==> src/common/usb_pwr_irq_pkg.sv <==
`default_nettype none
package usb_pwr_irq_pkg;
  // =========================================================
  // Register offsets (byte offsets on the plain port)
  localparam logic [9:0] OFF_POWER    = 10'h001;
  localparam logic [9:0] OFF_TX_STAT  = 10'h002;
  localparam logic [9:0] OFF_RX_STAT  = 10'h004;
  localparam logic [9:0] OFF_TX_EN    = 10'h006;
  // =========================================================
  // Power register fields
  localparam int BIT_PHY_DOWN    = 0;
  localparam int BIT_SUSPEND     = 1;
  localparam int BIT_RESUME      = 2;
  localparam int BIT_BUS_RESET   = 3;
  localparam int BIT_SOFT_CONN   = 6;
  localparam int BIT_ISO_WAIT    = 7;
  localparam logic [7:0]  POWER_RESET      = 8'h20;
  localparam logic [1:0]  POWER_RSVD_VALUE = 2'h2;
  localparam logic [15:0] TX_EN_RESET      = 16'hFFFF;
  localparam logic [15:0] STAT_RESET       = 16'h0000;
  localparam logic [15:0] RX_RSVD_MASK     = 16'hFFFE;

  typedef struct packed {
    logic       wr;
    logic       rd;
    logic [9:0] addr;
    logic [15:0] wdata;
  } reg_req_t;

  typedef enum logic [1:0] {ISO_IDLE, ISO_WAIT_FRAME, ISO_RELEASE} iso_state_t;
endpackage
`default_nettype wire

==> src/logic/usb_power_and_ep_interrupts.sv <==
`default_nettype none
module usb_power_and_ep_interrupts (
  input  wire logic        clk_sys_i,
  input  wire logic        arst_n_i,
  input  wire logic [9:0]  reg_addr_i,
  input  wire logic [15:0] reg_wdata_i,
  input  wire logic        reg_wr_i,
  input  wire logic        reg_rd_i,
  output logic      [15:0] reg_rdata_o,
  input  wire logic        host_mode_i,
  input  wire logic [15:0] tx_ep_configured_i,
  input  wire logic [15:0] rx_ep_configured_i,
  input  wire logic [15:0] tx_ep_event_i,
  input  wire logic [15:0] rx_ep_event_i,
  input  wire logic        bus_reset_seen_i,
  input  wire logic        bus_suspend_seen_i,
  input  wire logic        gen_irq_status_read_i,
  input  wire logic        sof_token_i,
  input  wire logic        in_token_i,
  input  wire logic        tx_packet_ready_i,
  output logic             send_packet_o,
  output logic             send_zero_length_o,
  output logic             transceiver_power_down_o,
  output logic             line_drive_enable_o,
  output logic             resume_signal_o,
  output logic             host_reset_signal_o,
  output logic             suspend_mode_o,
  output logic             usb_irq_o
);
  // =========================================================
  // Register access decode
  usb_pwr_irq_pkg::reg_req_t req;
  assign req = '{wr: reg_wr_i, rd: reg_rd_i, addr: reg_addr_i, wdata: reg_wdata_i};

  logic wr_power;
  logic rd_power;
  logic rd_tx;
  logic rd_rx;
  logic wr_tx_en;
  assign wr_power = req.wr && (req.addr == usb_pwr_irq_pkg::OFF_POWER);
  assign rd_power = req.rd && (req.addr == usb_pwr_irq_pkg::OFF_POWER);
  assign rd_tx    = req.rd && (req.addr == usb_pwr_irq_pkg::OFF_TX_STAT);
  assign rd_rx    = req.rd && (req.addr == usb_pwr_irq_pkg::OFF_RX_STAT);
  assign wr_tx_en = req.wr && (req.addr == usb_pwr_irq_pkg::OFF_TX_EN);

  // =========================================================
  // Power and signalling control
  logic iso_wait_for_frame;
  logic soft_line_connect;
  logic resume_bit;
  logic suspend_flag;
  logic phy_down;
  logic host_reset_bit;
  logic bus_reset_sync1;
  logic bus_reset_sync2;
  logic suspend_sync1;
  logic suspend_sync2;
  logic [15:0] wd;
  assign wd = req.wdata;

  // Bus line state comes from the transceiver domain
  always_ff @(posedge clk_sys_i or negedge arst_n_i) begin
    if (!arst_n_i) begin
      bus_reset_sync1 <= 1'b0;
      bus_reset_sync2 <= 1'b0;
    end else begin
      bus_reset_sync1 <= bus_reset_seen_i;
      bus_reset_sync2 <= bus_reset_sync1;
    end
  end

  always_ff @(posedge clk_sys_i or negedge arst_n_i) begin
    if (!arst_n_i) begin
      suspend_sync1 <= 1'b0;
      suspend_sync2 <= 1'b0;
    end else begin
      suspend_sync1 <= bus_suspend_seen_i;
      suspend_sync2 <= suspend_sync1;
    end
  end

  always_ff @(posedge clk_sys_i or negedge arst_n_i) begin
    if (!arst_n_i) begin
      phy_down <= 1'b0;
    end else if (wr_power && wd[usb_pwr_irq_pkg::BIT_PHY_DOWN]) begin
      phy_down <= 1'b1;
    end
  end

  // Device-only fields keep their value across host-mode writes
  always_ff @(posedge clk_sys_i or negedge arst_n_i) begin
    if (!arst_n_i) begin
      iso_wait_for_frame <= 1'b0;
    end else if (wr_power && !host_mode_i) begin
      iso_wait_for_frame <= wd[usb_pwr_irq_pkg::BIT_ISO_WAIT];
    end
  end

  always_ff @(posedge clk_sys_i or negedge arst_n_i) begin
    if (!arst_n_i) begin
      soft_line_connect <= 1'b0;
    end else if (wr_power && !host_mode_i) begin
      soft_line_connect <= wd[usb_pwr_irq_pkg::BIT_SOFT_CONN];
    end
  end

  always_ff @(posedge clk_sys_i or negedge arst_n_i) begin
    if (!arst_n_i) begin
      resume_bit <= 1'b0;
    end else if (wr_power) begin
      resume_bit <= wd[usb_pwr_irq_pkg::BIT_RESUME];
    end
  end

  // Host-only bus reset drive
  always_ff @(posedge clk_sys_i or negedge arst_n_i) begin
    if (!arst_n_i) begin
      host_reset_bit <= 1'b0;
    end else if (wr_power && host_mode_i) begin
      host_reset_bit <= wd[usb_pwr_irq_pkg::BIT_BUS_RESET];
    end
  end

  // Set wins over clear: a suspend seen during the clearing read stays
  always_ff @(posedge clk_sys_i or negedge arst_n_i) begin
    if (!arst_n_i) begin
      suspend_flag <= 1'b0;
    end else if (host_mode_i) begin
      if (wr_power && wd[usb_pwr_irq_pkg::BIT_SUSPEND]) begin
        suspend_flag <= 1'b1;
      end else if (wr_power && wd[usb_pwr_irq_pkg::BIT_RESUME]) begin
        suspend_flag <= 1'b0;
      end
    end else if (suspend_sync2) begin
      suspend_flag <= 1'b1;
    end else if (gen_irq_status_read_i ||
                 (wr_power && wd[usb_pwr_irq_pkg::BIT_RESUME])) begin
      suspend_flag <= 1'b0;
    end
  end

  // The resume write also clears the suspend flag, so sample it on the write
  logic resume_start;
  assign resume_start = wr_power && wd[usb_pwr_irq_pkg::BIT_RESUME] && suspend_flag;

  always_ff @(posedge clk_sys_i or negedge arst_n_i) begin
    if (!arst_n_i) begin
      resume_signal_o <= 1'b0;
    end else begin
      resume_signal_o <= resume_start || (resume_bit && resume_signal_o);
    end
  end

  // =========================================================
  // Line state outputs
  always_ff @(posedge clk_sys_i or negedge arst_n_i) begin
    if (!arst_n_i) begin
      transceiver_power_down_o <= 1'b0;
    end else begin
      transceiver_power_down_o <= phy_down;
    end
  end

  always_ff @(posedge clk_sys_i or negedge arst_n_i) begin
    if (!arst_n_i) begin
      line_drive_enable_o <= 1'b0;
    end else begin
      line_drive_enable_o <= host_mode_i || soft_line_connect;
    end
  end

  always_ff @(posedge clk_sys_i or negedge arst_n_i) begin
    if (!arst_n_i) begin
      host_reset_signal_o <= 1'b0;
    end else begin
      host_reset_signal_o <= host_mode_i && host_reset_bit;
    end
  end

  always_ff @(posedge clk_sys_i or negedge arst_n_i) begin
    if (!arst_n_i) begin
      suspend_mode_o <= 1'b0;
    end else begin
      suspend_mode_o <= suspend_flag;
    end
  end

  // =========================================================
  // Isochronous frame hold
  usb_pwr_irq_pkg::iso_state_t iso_state;
  usb_pwr_irq_pkg::iso_state_t next_iso_state;
  logic iso_active;
  assign iso_active = iso_wait_for_frame && !host_mode_i;

  always_comb begin
    next_iso_state = iso_state;
    case (iso_state)
      usb_pwr_irq_pkg::ISO_IDLE: begin
        if (tx_packet_ready_i && iso_active) begin
          next_iso_state = usb_pwr_irq_pkg::ISO_WAIT_FRAME;
        end
      end
      usb_pwr_irq_pkg::ISO_WAIT_FRAME: begin
        // Leaving iso mode frees a held packet
        if (sof_token_i) begin
          next_iso_state = usb_pwr_irq_pkg::ISO_RELEASE;
        end else if (!iso_active) begin
          next_iso_state = usb_pwr_irq_pkg::ISO_IDLE;
        end
      end
      usb_pwr_irq_pkg::ISO_RELEASE: begin
        if (in_token_i || !tx_packet_ready_i) begin
          next_iso_state = usb_pwr_irq_pkg::ISO_IDLE;
        end
      end
      default: next_iso_state = usb_pwr_irq_pkg::ISO_IDLE;
    endcase
  end

  always_ff @(posedge clk_sys_i or negedge arst_n_i) begin
    if (!arst_n_i) begin
      iso_state <= usb_pwr_irq_pkg::ISO_IDLE;
    end else begin
      iso_state <= next_iso_state;
    end
  end

  always_ff @(posedge clk_sys_i or negedge arst_n_i) begin
    if (!arst_n_i) begin
      send_packet_o      <= 1'b0;
      send_zero_length_o <= 1'b0;
    end else begin
      send_packet_o      <= 1'b0;
      send_zero_length_o <= 1'b0;
      if (in_token_i) begin
        if (!iso_active || iso_state == usb_pwr_irq_pkg::ISO_RELEASE) begin
          send_packet_o <= tx_packet_ready_i;
        end else begin
          send_zero_length_o <= 1'b1;
        end
      end
    end
  end

  // =========================================================
  // Endpoint interrupt status and enable
  logic [15:0] tx_status;
  logic [15:0] rx_status;
  logic [15:0] tx_enable;
  logic [15:0] tx_set;
  logic [15:0] rx_set;
  // Bit 0 events carry both control directions
  assign tx_set = tx_ep_event_i & tx_ep_configured_i;
  assign rx_set = rx_ep_event_i & rx_ep_configured_i & usb_pwr_irq_pkg::RX_RSVD_MASK;

  always_ff @(posedge clk_sys_i or negedge arst_n_i) begin
    if (!arst_n_i) begin
      tx_status <= usb_pwr_irq_pkg::STAT_RESET;
    end else begin
      tx_status <= (rd_tx ? 16'h0000 : tx_status) | tx_set;
    end
  end

  always_ff @(posedge clk_sys_i or negedge arst_n_i) begin
    if (!arst_n_i) begin
      rx_status <= usb_pwr_irq_pkg::STAT_RESET;
    end else begin
      rx_status <= (rd_rx ? 16'h0000 : rx_status) | rx_set;
    end
  end

  always_ff @(posedge clk_sys_i or negedge arst_n_i) begin
    if (!arst_n_i) begin
      tx_enable <= usb_pwr_irq_pkg::TX_EN_RESET;
    end else if (wr_tx_en) begin
      tx_enable <= wd;
    end
  end

  always_ff @(posedge clk_sys_i or negedge arst_n_i) begin
    if (!arst_n_i) begin
      usb_irq_o <= 1'b0;
    end else begin
      usb_irq_o <= |(tx_status & tx_ep_configured_i & tx_enable);
    end
  end

  // =========================================================
  // Read data, one cycle after the strobe
  logic [7:0] power_view;
  always_comb begin
    power_view = 8'h00;
    power_view[usb_pwr_irq_pkg::BIT_PHY_DOWN] = phy_down;
    power_view[usb_pwr_irq_pkg::BIT_SUSPEND]  = suspend_flag;
    power_view[usb_pwr_irq_pkg::BIT_RESUME]   = resume_bit;
    if (host_mode_i) begin
      power_view[7:4] = {2'h0, usb_pwr_irq_pkg::POWER_RSVD_VALUE};
      power_view[usb_pwr_irq_pkg::BIT_BUS_RESET] = host_reset_bit;
    end else begin
      power_view[usb_pwr_irq_pkg::BIT_ISO_WAIT]  = iso_wait_for_frame;
      power_view[usb_pwr_irq_pkg::BIT_SOFT_CONN] = soft_line_connect;
      power_view[5:4] = usb_pwr_irq_pkg::POWER_RSVD_VALUE;
      power_view[usb_pwr_irq_pkg::BIT_BUS_RESET] = bus_reset_sync2;
    end
  end

  always_ff @(posedge clk_sys_i or negedge arst_n_i) begin
    if (!arst_n_i) begin
      reg_rdata_o <= 16'h0000;
    end else if (rd_power) begin
      reg_rdata_o <= {8'h00, power_view};
    end else if (rd_tx) begin
      reg_rdata_o <= tx_status & tx_ep_configured_i;
    end else if (rd_rx) begin
      reg_rdata_o <= rx_status & rx_ep_configured_i & usb_pwr_irq_pkg::RX_RSVD_MASK;
    end else if (req.rd && req.addr == usb_pwr_irq_pkg::OFF_TX_EN) begin
      reg_rdata_o <= tx_enable;
    end else begin
      reg_rdata_o <= 16'h0000;
    end
  end
endmodule
`default_nettype wire

==> config.mk <==
export PLATFORM = sky130hd
export DESIGN_NAME = usb_power_and_ep_interrupts
export DESIGN_NICKNAME = d
export VERILOG_FILES = /design/src/common/usb_pwr_irq_pkg.sv /design/src/logic/usb_power_and_ep_interrupts.sv
export SDC_FILE = /design/constraint.sdc
export NUM_CORES = 1
export LEC_CHECK = 0
export ABC_CLOCK_PERIOD_IN_PS = 1390
export BUFFER_PORTS_ARGS = -buffer_cell sky130_fd_sc_hd__buf_2
export CORE_MARGIN = 2
export CORE_UTILIZATION = 49
export DETAILED_ROUTE_END_ITERATION = 10
export GPL_TIMING_DRIVEN = 0
export PLACE_DENSITY = 0.9
export SLEW_MARGIN = 25
export SYNTH_ARGS = -nofsm -noshare
export SYNTH_HDL_FRONTEND = slang
export SYNTH_SLANG_ARGS = --single-unit
==> constraint.sdc <==
create_clock -name clk_sys_i -period 1.39 [get_ports clk_sys_i]
set_input_delay 0 -clock clk_sys_i [delete_from_list [all_inputs] [get_ports clk_sys_i]]
set_output_delay 0 -clock clk_sys_i [all_outputs]
set_load 0.01 [all_outputs]
* After elaboration in Yosys (flattened, before gate mapping)
Index checks and enable logic that the tools add are counted.
Widths: inputs -> output; s select.
** Operators by class
- Bitwise logic cells :: 7
- Mux-type cells :: 21
- Equality and inequality tests :: 10
- Reduce and logical (&&, ||, !) cells :: 29
** Operators by type and width (count)
- $mux 16 :: 6
- $and 16x16->16 :: 5
- $or 16x16->16 :: 2
- $eq 10x3->1 const B :: 2
- $logic_and 1x1->1 :: 16
- $reduce_or 16->1 :: 1
- $eq 10x1->1 const B :: 1
- $eq 10x2->1 const B :: 1
- $mux 1 :: 9
- $mux 2 :: 4
- $pmux 2 s3 :: 1
- $logic_or 1x1->1 :: 5
- $mux 5 :: 1
- $ne 2x2->1 const B :: 2
- $logic_not 1->1 :: 3
- $ne 3x1->1 const B :: 1
- $ne 3x3->1 const B :: 1
- $reduce_and 3->1 :: 1
- $reduce_bool 3->1 :: 1
- $eq 2x1->1 const B :: 1
- $eq 2x2->1 const B :: 1
- $logic_not 2->1 :: 1
- $reduce_and 2->1 :: 1
** Storage, ports and cells
- Logic and storage cells :: 90
- Register bits :: 84
- Bits of input ports :: 101

* Depth between registers and ports, before layout
Gate-level depths: netlist of run 1.
- Depth in word-level cells :: 7
- Depth in mapped cells :: 6
- Depth with buffers taken out :: 4

* Least setup slack after synthesis of run 1
Ideal clock, no wire load.
- Path type :: input to register
- Start :: in reg_addr_i[5]
- End :: reg iso_wait_for_frame
- Setup time :: 0.125 ns
- Data arrival time :: 1.226 ns
- Required time :: 1.265 ns
- Slack :: 0.039 ns
- Stages on the path :: 5
- Buffers on the path :: 1
- Cells stage by stage :: nor4_4 -> and4_1 -> clkbuf_2 -> and2_1 -> mux2_2
** On the way
- Word-level cells in the longest chain between the ends :: 3
** RTL lines
- start: declaration :: line usb_power_and_ep_interrupts.sv:5 : input wire logic [9:0] reg_addr_i,
- $eq 10x1->1 :: line usb_power_and_ep_interrupts.sv:40 : assign wr_power = req.wr && (req.addr == usb_pwr_irq_pkg::OFF_POWER);
- $logic_and 1x1->1 :: line usb_power_and_ep_interrupts.sv:40
- $logic_and 1x1->1 :: line usb_power_and_ep_interrupts.sv:94 : end else if (wr_power && !host_mode_i) begin
- end signal: assignment :: line usb_power_and_ep_interrupts.sv:95 : iso_wait_for_frame <= wd[usb_pwr_irq_pkg::BIT_ISO_WAIT];
- end: declaration :: line usb_power_and_ep_interrupts.sv:48 : logic iso_wait_for_frame;
Every way passes these cells.
A chain may end at the register's enable or synchronous reset.

* Worst setup path in the final report of run 1
- Start :: reg tx_status[15]
- End :: reg usb_irq_o
** On the way
- Word-level cells in the longest chain between the ends :: 3
** RTL lines
- start: declaration :: line usb_power_and_ep_interrupts.sv:247 : logic [15:0] tx_status;
- start signal: assignment :: line usb_power_and_ep_interrupts.sv:258 : tx_status <= usb_pwr_irq_pkg::STAT_RESET;
- start signal: assignment :: line usb_power_and_ep_interrupts.sv:260 : tx_status <= (rd_tx ? 16'h0000 : tx_status) | tx_set;
- $and 16x16->16 (2 in series) :: line usb_power_and_ep_interrupts.sv:284 : usb_irq_o <= |(tx_status & tx_ep_configured_i & tx_enable);
- $reduce_or 16->1 :: line usb_power_and_ep_interrupts.sv:284
- end signal: assignment :: line usb_power_and_ep_interrupts.sv:284
- end: declaration :: line usb_power_and_ep_interrupts.sv:28 : output logic usb_irq_o
Every way passes these cells.

==> results of run 1 <==
[routing by layer]
layer	track usage [%]	part of all wire, %
met1	38.3	37
met2	53.7	50
met3	7.74	8.8
met4	16.4	4.5
met5	0	0
[cells in the mapped netlist (3+ instances only)]
| cell type | instances | area share (%) |
|---|---|---|
| a2111oi_0 | 8 | 2.0 |
| a21oi_1 | 9 | 1.3 |
| a22o_1 | 31 | 7.7 |
| a31oi_1 | 8 | 1.4 |
| and2_1 | 12 | 2.1 |
| and3_1 | 7 | 1.2 |
| buf_2 | 3 | 0.43 |
| clkbuf_1 | 7 | 0.75 |
| dfrtp_1 | 67 | 48 |
| dfstp_2 | 16 | 12 |
| inv_1 | 7 | 0.75 |
| mux2_2 | 19 | 6.1 |
| nand2_1 | 23 | 2.5 |
| nand3_1 | 10 | 1.4 |
| nand4_1 | 6 | 1.1 |
| nor2_1 | 9 | 0.96 |
| o21ai_0 | 14 | 2.0 |
| o22ai_1 | 7 | 1.2 |
| o32ai_1 | 5 | 1.2 |
[report_power, final]
| part | leakage [uW] | switching (uW) | total [uW] | internal (uW) |
|---|---|---|---|---|
| Clock | 0.000102 | 845 | 1860 | 1010 |
| Sequential | 0.000905 | 16.7 | 2470 | 2450 |
| Combinational | 0.00160 | 284 | 633 | 349 |
| Total | 0.00261 | 1150 | 4960 | 3810 |
[worst paths after layout]
check	from	endpoint	slack, ns	cells after the start
worst max-delay path	tx_status[15]	usb_irq_o	0.007	4
max in group asynchronous	arst_n_i	tx_enable[1]	0.59	3
min in group asynchronous	arst_n_i	rx_status[15]	0.14	2
worst max register to register	tx_status[15]	usb_irq_o	0.007	4
worst min register to register	suspend_sync1	suspend_sync2	0.35	0
worst min-delay path	reg_rd_i	reg_rdata_o[15]	0.09	3
[critical path, cell delays in order (launching register included)]
cell and delay [ns]:
dfrtp_1 0.40, and2_4 0.16, nand2_1 0.07, nand4_1 0.10
or4_4 0.52
[what timing repair did]
item | in CTS | in global routing
resized for setup | 1 | 14
hold buffers | 87 | 0
setup endpoints to repair | 2 | 27
setup buffers | 0 | 5
pin swaps | 1 | 5
hold endpoints to repair | 98 | 0
[final cells by class]
cell class / instances / area (um2)
Sequential cell: 83 / 2100
Tap cell: 96 / 120
Clock inverter: 3 / 65.1
Multi-Input combinational cell: 188 / 1360
Clock buffer: 13 / 139
Inverter: 7 / 26.3
Fill cell: 405 / 1450
Antenna cell: 1 / 2.50
Timing Repair Buffer: 215 / 1550
Buffer: 12 / 56.3
[kinds of logic (layout without fill, tap and decap cells)]
logic type	Yosys count	in the layout	share of synthesized area [%]
flip-flops	83	83	59.8
AND/OR/NAND/NOR	81	81	13.3
other	0	1	0
buffers and inverters	19	250	2.28
multiplexers	21	21	6.67
AO/OA/AOI/OAI	86	86	18.0
[through the flow]
| step | setup WS [ns] | std cells | total power [uW] | TNS [ns] |
|---|---|---|---|---|
| 6_report | 0.00670 | 618 | 4960 | 0 |
| 5_1_grt | -0.0434 | 618 | 5150 | -0.0777 |
| 4_1_cts | 0.00699 | 612 | 4930 | 0 |
| 3_5_place_dp | -0.310 | 509 | 2920 | -8.93 |
| 3_3_place_gp | -0.288 | 508 | 2890 | -22.60 |
| 2_1_floorplan | 0.0387 | 290 | 2630 | 0 |
[state kept, by name, indices dropped and copies added, names as in the netlist]
| signal | flops |
|---|---|
| suspend_sync2 | 1 |
| iso_state | 2 |
| tx_enable | 16 |
| tx_status | 16 |
| rx_status | 15 |
| line_drive_enable_o | 1 |
| send_zero_length_o | 1 |
| host_reset_bit | 1 |
| bus_reset_sync1 | 1 |
| resume_bit | 1 |
| send_packet_o | 1 |
| resume_signal_o | 1 |
| bus_reset_sync2 | 1 |
| soft_line_connect | 1 |
| phy_down | 1 |
| iso_wait_for_frame | 1 |
| suspend_flag | 1 |
| usb_irq_o | 1 |
| suspend_mode_o | 1 |
| reg_rdata_o | 16 |
| suspend_sync1 | 1 |
| transceiver_power_down_o | 1 |
| host_reset_signal_o | 1 |
[layout by cell type (no fill, tap or decap), types with 7 or more instances in the layout]
master,count
buf_2,124
dlygate4sd3_1,87
dfrtp_1,67
a22o_1,31
nand2_1,22
mux2_2,19
dfstp_2,16
o21ai_0,14
nand3_1,9
clkbuf_1,9
nor2_1,9
a21oi_1,9
clkbuf_8,9
a31oi_1,8
and2_1,7
and3_1,7
o22ai_1,7
inv_1,7
buf_4,7
==> results.md, run 1 <==
- The flow ran to the end, and the final reports show no timing, DRC or antenna violations.
- The aggregate routed wire length is 12,000 um.
- The clock tree synthesis step divided the H-tree into 3 levels.
- The number of nets handed over by synthesis was 391.
- The violation count after the first detailed-route iteration is 340.
- The number of maximum-capacitance violations is 0.
- The number of global-route vias before repair is 3,706.
- Clock tree synthesis selected as its root buffer the cell clkbuf_8.
- Yosys mapped the design onto 37 distinct sky130hd cell types.
- The first global-routing pass estimated 18,400 um of wire.
- The number of enable flip-flop cells after synthesis is 0.
- Yosys printed 0 warnings.
- After global routing the overflow that remains totals 0.
- The sum of net half-perimeters after detailed placement is 7380 um.
- Routability-driven placement finished with a final weighted congestion of 0.849.
- The DRC violation count after routing is 0.
- The maximum number of buffers from clock root to sink is 2.
- At the pin with the least slew margin, the transition time is 0.670 ns.
- TritonCTS built the clock tree.
- The relative slew slack is 55.3%.
- The fraction of layout cells with a size suffix above 1 is 37.4%.
- In this run the worst hold path is classified as in -> reg.
- The finished cells cover 5420 um2.
- The routed wirelength normalized by instance count is 19.5 um.
- In this run the static leakage power is 0.00261 uW.
- The sequential cell area fraction in the yosys report is 59.8%.
- STA classifies the critical path startpoint as a register.
- Static timing analysis puts the maximum clock frequency at 723 MHz.
- The element type at the critical path end is a register.
- The per-instance average area after synthesis is 12.1 um2.
- The net total in the final layout is 617.
- The ratio of final minimum period to clock period is 99.5%.
- The number of hold violations in the final report is 0.
- The total global routing track utilization is 31.9%.
- The number of buffers added by the clock tree synthesis step is 9.
- The final max-slew violation count is 0.
- After synthesis, the share of flip-flops with an asynchronous set or reset is 100%.
- The first TritonRoute pass finished after 5 iterations.
- Setup repair after global routing could not meet its margin everywhere.
- The number of sinks on the clock net is 83.
- After detailed placement, the total cell area comes to 4270 um2.
- In this run the horizontal extent of the chip is 88.6 um.
- The count of nets left with antenna violations after detail routing is 0.
- The die boundary height is 88.6 um.
- For this configuration, the core starts out at a cell density of 51.0%.
- The clock period could shrink to 1.38 ns.
- The synthesized design contains 83 register bits.
- The total via count after detailed routing is 3,614.
- The final worst hold slack is 0.0901 ns.
- The ratio of total power to cell area is 915 nW/um2.
- IR analysis of the VDD net gives a maximum drop of 0.542 mV.
- The port buffer count is 122.
- The area growth from synthesis to final layout is 54.6%.
- For the final database, setup skew stands at 0.00983 ns.
- The count of endpoints failing setup in the final report is 0.
- The maximum number of pins on one net before global-route repair is 49.
- At the later pin of the worst-skew pair, clock insertion delay measures 0.36 ns.
- The final core utilization is 78.9%.
- The register clock-pin slew on the reported worst setup and hold paths is 0.08 ns.
- The critical path required time is 1.62 ns.
- After synthesis the cells add up to 3510 um2.
- The die area is 7850 um2.
- The floorplan has 30 rows.
- The dominant synthesized flop cell is dfrtp_1.
- The maximum fanout along the worst path is 2.
- The start-to-end type of the worst setup path is reg -> reg.
- The core area is 6870 um2.
- The via density per instance is 5.85.
- The initial antenna violation count is 1.
- After technology mapping, the gate count stands at 290.
- The I/O pin count is 125.
- The data arrival time of the worst path is 1.61 ns.
(Power assumes the default switching activity.)
==> run 2, diff against run 1 <==
--- a/config.mk
+++ b/config.mk
@@ -5,13 +5,14 @@
 export SDC_FILE = /design/constraint.sdc
 export NUM_CORES = 1
 export LEC_CHECK = 0
+export ABC_AREA = 1
 export ABC_CLOCK_PERIOD_IN_PS = 1390
 export BUFFER_PORTS_ARGS = -buffer_cell sky130_fd_sc_hd__buf_2
 export CORE_MARGIN = 2
-export CORE_UTILIZATION = 49
+export CORE_UTILIZATION = 51
 export DETAILED_ROUTE_END_ITERATION = 10
 export GPL_TIMING_DRIVEN = 0
-export PLACE_DENSITY = 0.9
+export PLACE_DENSITY = 0.8
 export SLEW_MARGIN = 25
 export SYNTH_ARGS = -nofsm -noshare
 export SYNTH_HDL_FRONTEND = slang
==> run 2 against run 1 <==
  * Via count increased by 16%
  * Die area up 8.9%
  * Worst setup slack gained 0.029 ns
  * Register-to-register slack improved by 0.08 ns
  * Total power decreased by 3.1%
  * Clock skew is 0.0056 ns lower
  * Non-clock buffer count increased by 5
  * Critical endpoint is now tx_status[11]
==> results.md, run 2 <==
- Run status: completed (unchanged).
- The DRC violation count after routing came to 0 (unchanged).
- The share of the synthesized area in the top cell type is 42.0% (was 47.8%).
- The area growth from synthesis to final layout is 48.9% (was 54.6%).
- The I/O pin count was 125 (unchanged).
- The number of cell rows is 32 (was 30).
- The aggregate routed wire length is 12,300 um (was 12,000 um).
- The routability congestion estimate is 0.918 (was 0.849).
- The violation count after the first detailed-route iteration was 493 (was 340).
- The number of buffers added by the clock tree synthesis step was 9 (unchanged).
- The CTS tree is built (unchanged).
- The final critical-path required period is 1.35 ns (was 1.38 ns).
- The synthesized netlist cell count is 478 (was 290).
- The fraction of layout cells with a size suffix above 1 is 26.5% (was 37.4%).
- The maximum clock rate is 739 MHz (was 723 MHz).
- The per-instance average area after synthesis came to 8.34 um2 (was 12.1 um2).
- The ratio of total power to cell area is 809 nW/um2 (was 915 nW/um2).
- The relative slew slack is 65.7% (was 55.3%).
- The dominant synthesized flop cell is dfrtp_1 (unchanged).
- The flip-flop and latch count after synthesis is 83 (unchanged).
- The number of H-tree levels came to 3 (unchanged).
- The ratio of final minimum period to clock period is 97.4% (was 99.5%).
- The leading area contributor after synthesis is dfrtp_1 (unchanged).
- The total area of multi-input combinational cells is 1530 um2 (was 1360 um2).
- The fraction of synthesis flops using an asynchronous set or reset pin is 100% (unchanged).
- The post-synthesis instance area came to 3990 um2 (was 3510 um2).
- The maximum fanout along the worst path is 10 (was 2).
- The setup slack at placement is 0.0479 ns (was -0.310 ns).
- Highest-count cells in the layout ignoring fill and taps: buf_2 (127), nand2_1 (125), dlygate4sd3_1 (92) (was buf_2 (124), dlygate4sd3_1 (87), dfrtp_1 (67)).
- The worst supply voltage drop on vdd is 0.532 mV (was 0.542 mV).
- The class of the worst hold path is in -> reg (unchanged).
- The number of hold violations in the final report is 0 (unchanged).
- The number of sinks on the clock net is 83 (unchanged).
- The clock insertion delay at the later pin of the skew report is 0.36 ns (about the same).
- The final max-slew violation count was 0 (unchanged).
- The minimum setup slack in the final design is 0.0362 ns (was 0.00670 ns).
- The total global routing track utilization is 30.0% (was 31.9%).
- The core area was 7650 um2 (was 6870 um2).
- The iteration count of the initial detailed-routing pass is 6 (was 5).
- The final core utilization was 77.7% (was 78.9%).
- The net total in the final layout is 810 (was 617).
- The register clock-pin slew on the reported worst setup and hold paths came to 0.08 ns (about the same).
- The die boundary width is 92.4 um (was 88.6 um).
- The slew of the pin with the lowest slew margin came to 0.514 ns (was 0.670 ns).
- The cell leakage power is 0.00333 uW (was 0.00261 uW).
- The start-to-end type of the worst setup path is in -> reg (was reg -> reg).
- The routed wirelength normalized by instance count came to 15.1 um (was 19.5 um).
- The die area was 8540 um2 (was 7850 um2).
- The number of global-route vias before repair is 4,150 (was 3,706).
- The cell at the root of the clock tree is clkbuf_8 (unchanged).
- The number of enable flip-flop cells after synthesis is 0 (unchanged).
- The number of maximum-capacitance violations is 0 (unchanged).
- The maximum number of pins on one net before global-route repair is 46 (was 49).
- The die boundary height is 92.4 um (was 88.6 um).
- The element type at the critical path end is a register (unchanged).
- The number of filler instances in the final layout was 501 (was 405).
- The total via count after detailed routing came to 4,195 (was 3,614).
- The most common cell after layout, fill and taps aside is buf_2 (unchanged).
- Top post-synthesis cells by area: dfrtp_1 (42%), nand2_1 (12%), dfstp_2 (11%), inv_1 (7.8%), nor2_1 (3.5%) (was dfrtp_1 (48%), dfstp_2 (12%), a22o_1 (7.7%), mux2_2 (6.1%), nand2_1 (2.5%)).
- The most frequent cell after synthesis is nand2_1 (was dfrtp_1).
- Top cell types by occurrence after synthesis: nand2_1 (127), inv_1 (83), dfrtp_1 (67), nor2_1 (37), o21ai_1 (27) (was dfrtp_1 (67), a22o_1 (31), nand2_1 (23), mux2_2 (19), dfstp_2 (16)).
- The count of nets left with antenna violations after detail routing is 0 (unchanged).
- Leading registers by flop count: reg_rdata_o (16), tx_enable (16), tx_status (16) (unchanged).
- The initial cell density of the core is 52.1% (was 51.0%).
- The count of endpoints failing setup in the final report was 0 (unchanged).
- The register area came to 2100 um2 (unchanged).
- The initial antenna violation count is 1 (unchanged).
- The global-route wire length before repair was 19,700 um (was 18,400 um).
- The kind of start point of the critical path was a primary input (was register).
- The maximum number of buffers from clock root to sink is 2 (unchanged).
- The sequential cell area fraction in the yosys report was 52.6% (was 59.8%).
- The via density per instance is 5.13 (was 5.85).
- The post-synthesis cell type count is 31 (was 37).
- The sum of net half-perimeters after detailed placement is 7410 um (was 7380 um).
- The setup skew after layout is 0.00427 ns (was 0.00983 ns).
- The critical path required time is 1.64 ns (was 1.62 ns).
- The slack of the worst reg-to-reg path is 0.09 ns (was 0.007 ns).
- The total nets after synthesis is 579 (was 391).
- The port buffer count is 121 (was 122).
- The aggregate global routing overflow is 0 (unchanged).
- The data arrival time of the worst path is 1.60 ns (was 1.61 ns).
- The number of warnings reported in the yosys synthesis log came to 0 (unchanged).
## run 2: changes by cell type after synthesis, moves of 17 or more
cell     change
nand2_1    +104
o21ai_1     +27
a22o_1      -17
mux2_2      -19
inv_1       +76
nor2_1      +28
## run 2: repair_timing
action / CTS / global route
setup endpoints to repair: 0 / 9
hold buffers: 94 / 0
resized for setup: 0 / 11
buffers inserted: 0 / 5
endpoints found under the hold margin: 106 / 0
## run 2: path summary, 6_finish.rpt
check / from / cells after the start / end
setup / recovery: reg_addr_i[0] / 8 / tx_status[11]
hold / removal: tx_ep_configured_i[15] / 5 / reg_rdata_o[15]
setup reg to reg: tx_status[11] / 2 / tx_status[11]
hold reg to reg: bus_reset_sync1 / 0 / bus_reset_sync2
max in group asynchronous: arst_n_i / 3 / tx_enable[2]
min in group asynchronous: arst_n_i / 2 / tx_status[12]
## run 2: layer usage
layer / track usage, % / wire length [um]
met4: 12.9 / 473
met3: 5.13 / 784
met5: 0 / 0
met2: 52.6 / 6070
met1: 36.5 / 4990
## run 2: power breakdown
part | total (uW) | internal (uW) | switching, uW
clock network | 1730 | 881 | 845
logic | 619 | 332 | 287
registers | 2460 | 2450 | 14.2
total | 4810 | 3660 | 1150
## run 2: worst max-delay path, cell delays in order
cell and delay (ns):
buf_2 0.13, inv_1 0.12, nand2_2 0.11, nor2_4 0.18, nand2_4 0.10, buf_4 0.20
a22o_1 0.20, dlygate4sd3_1 0.56
## run 2: cells by family (layout without fill, tap and decap cells)
kind of cell           after synthesis  in the layout  synth area share, %
and+or+nand+nor                    236            236                 28.2
buffers and inverters               96            332                 9.70
DFF                                 83             83                 52.6
AOI/OAI and AO/OA                   63             63                 9.54
other                                0              1                    0
## run 2: metrics by stage
step	setup TNS (ns)	cell area [um2]	std cells	hold WS, ns	total power [uW]
5_1_grt	-0.00402	5940	817	0.0392	4980
4_1_cts	0	5880	812	0.00149	4780
2_1_floorplan	0	3990	478	-0.296	2640
6_report	0	5940	817	0.0183	4810
3_5_place_dp	0	4750	702	0.00339	2910
3_3_place_gp	-19.18	4720	701	0.109	2890
## run 2: layout make-up
| type | instances | area share, % |
|---|---|---|
| Sequential cell | 83 | 35.3 |
| Timing Repair Buffer | 220 | 27.0 |
| Multi-Input combinational cell | 299 | 25.7 |
| Inverter | 84 | 5.31 |
| Clock buffer | 14 | 2.57 |
| Tap cell | 102 | 2.15 |
| Buffer | 12 | 1.29 |
| Clock inverter | 2 | 0.590 |
| Antenna cell | 1 | 0.0421 |
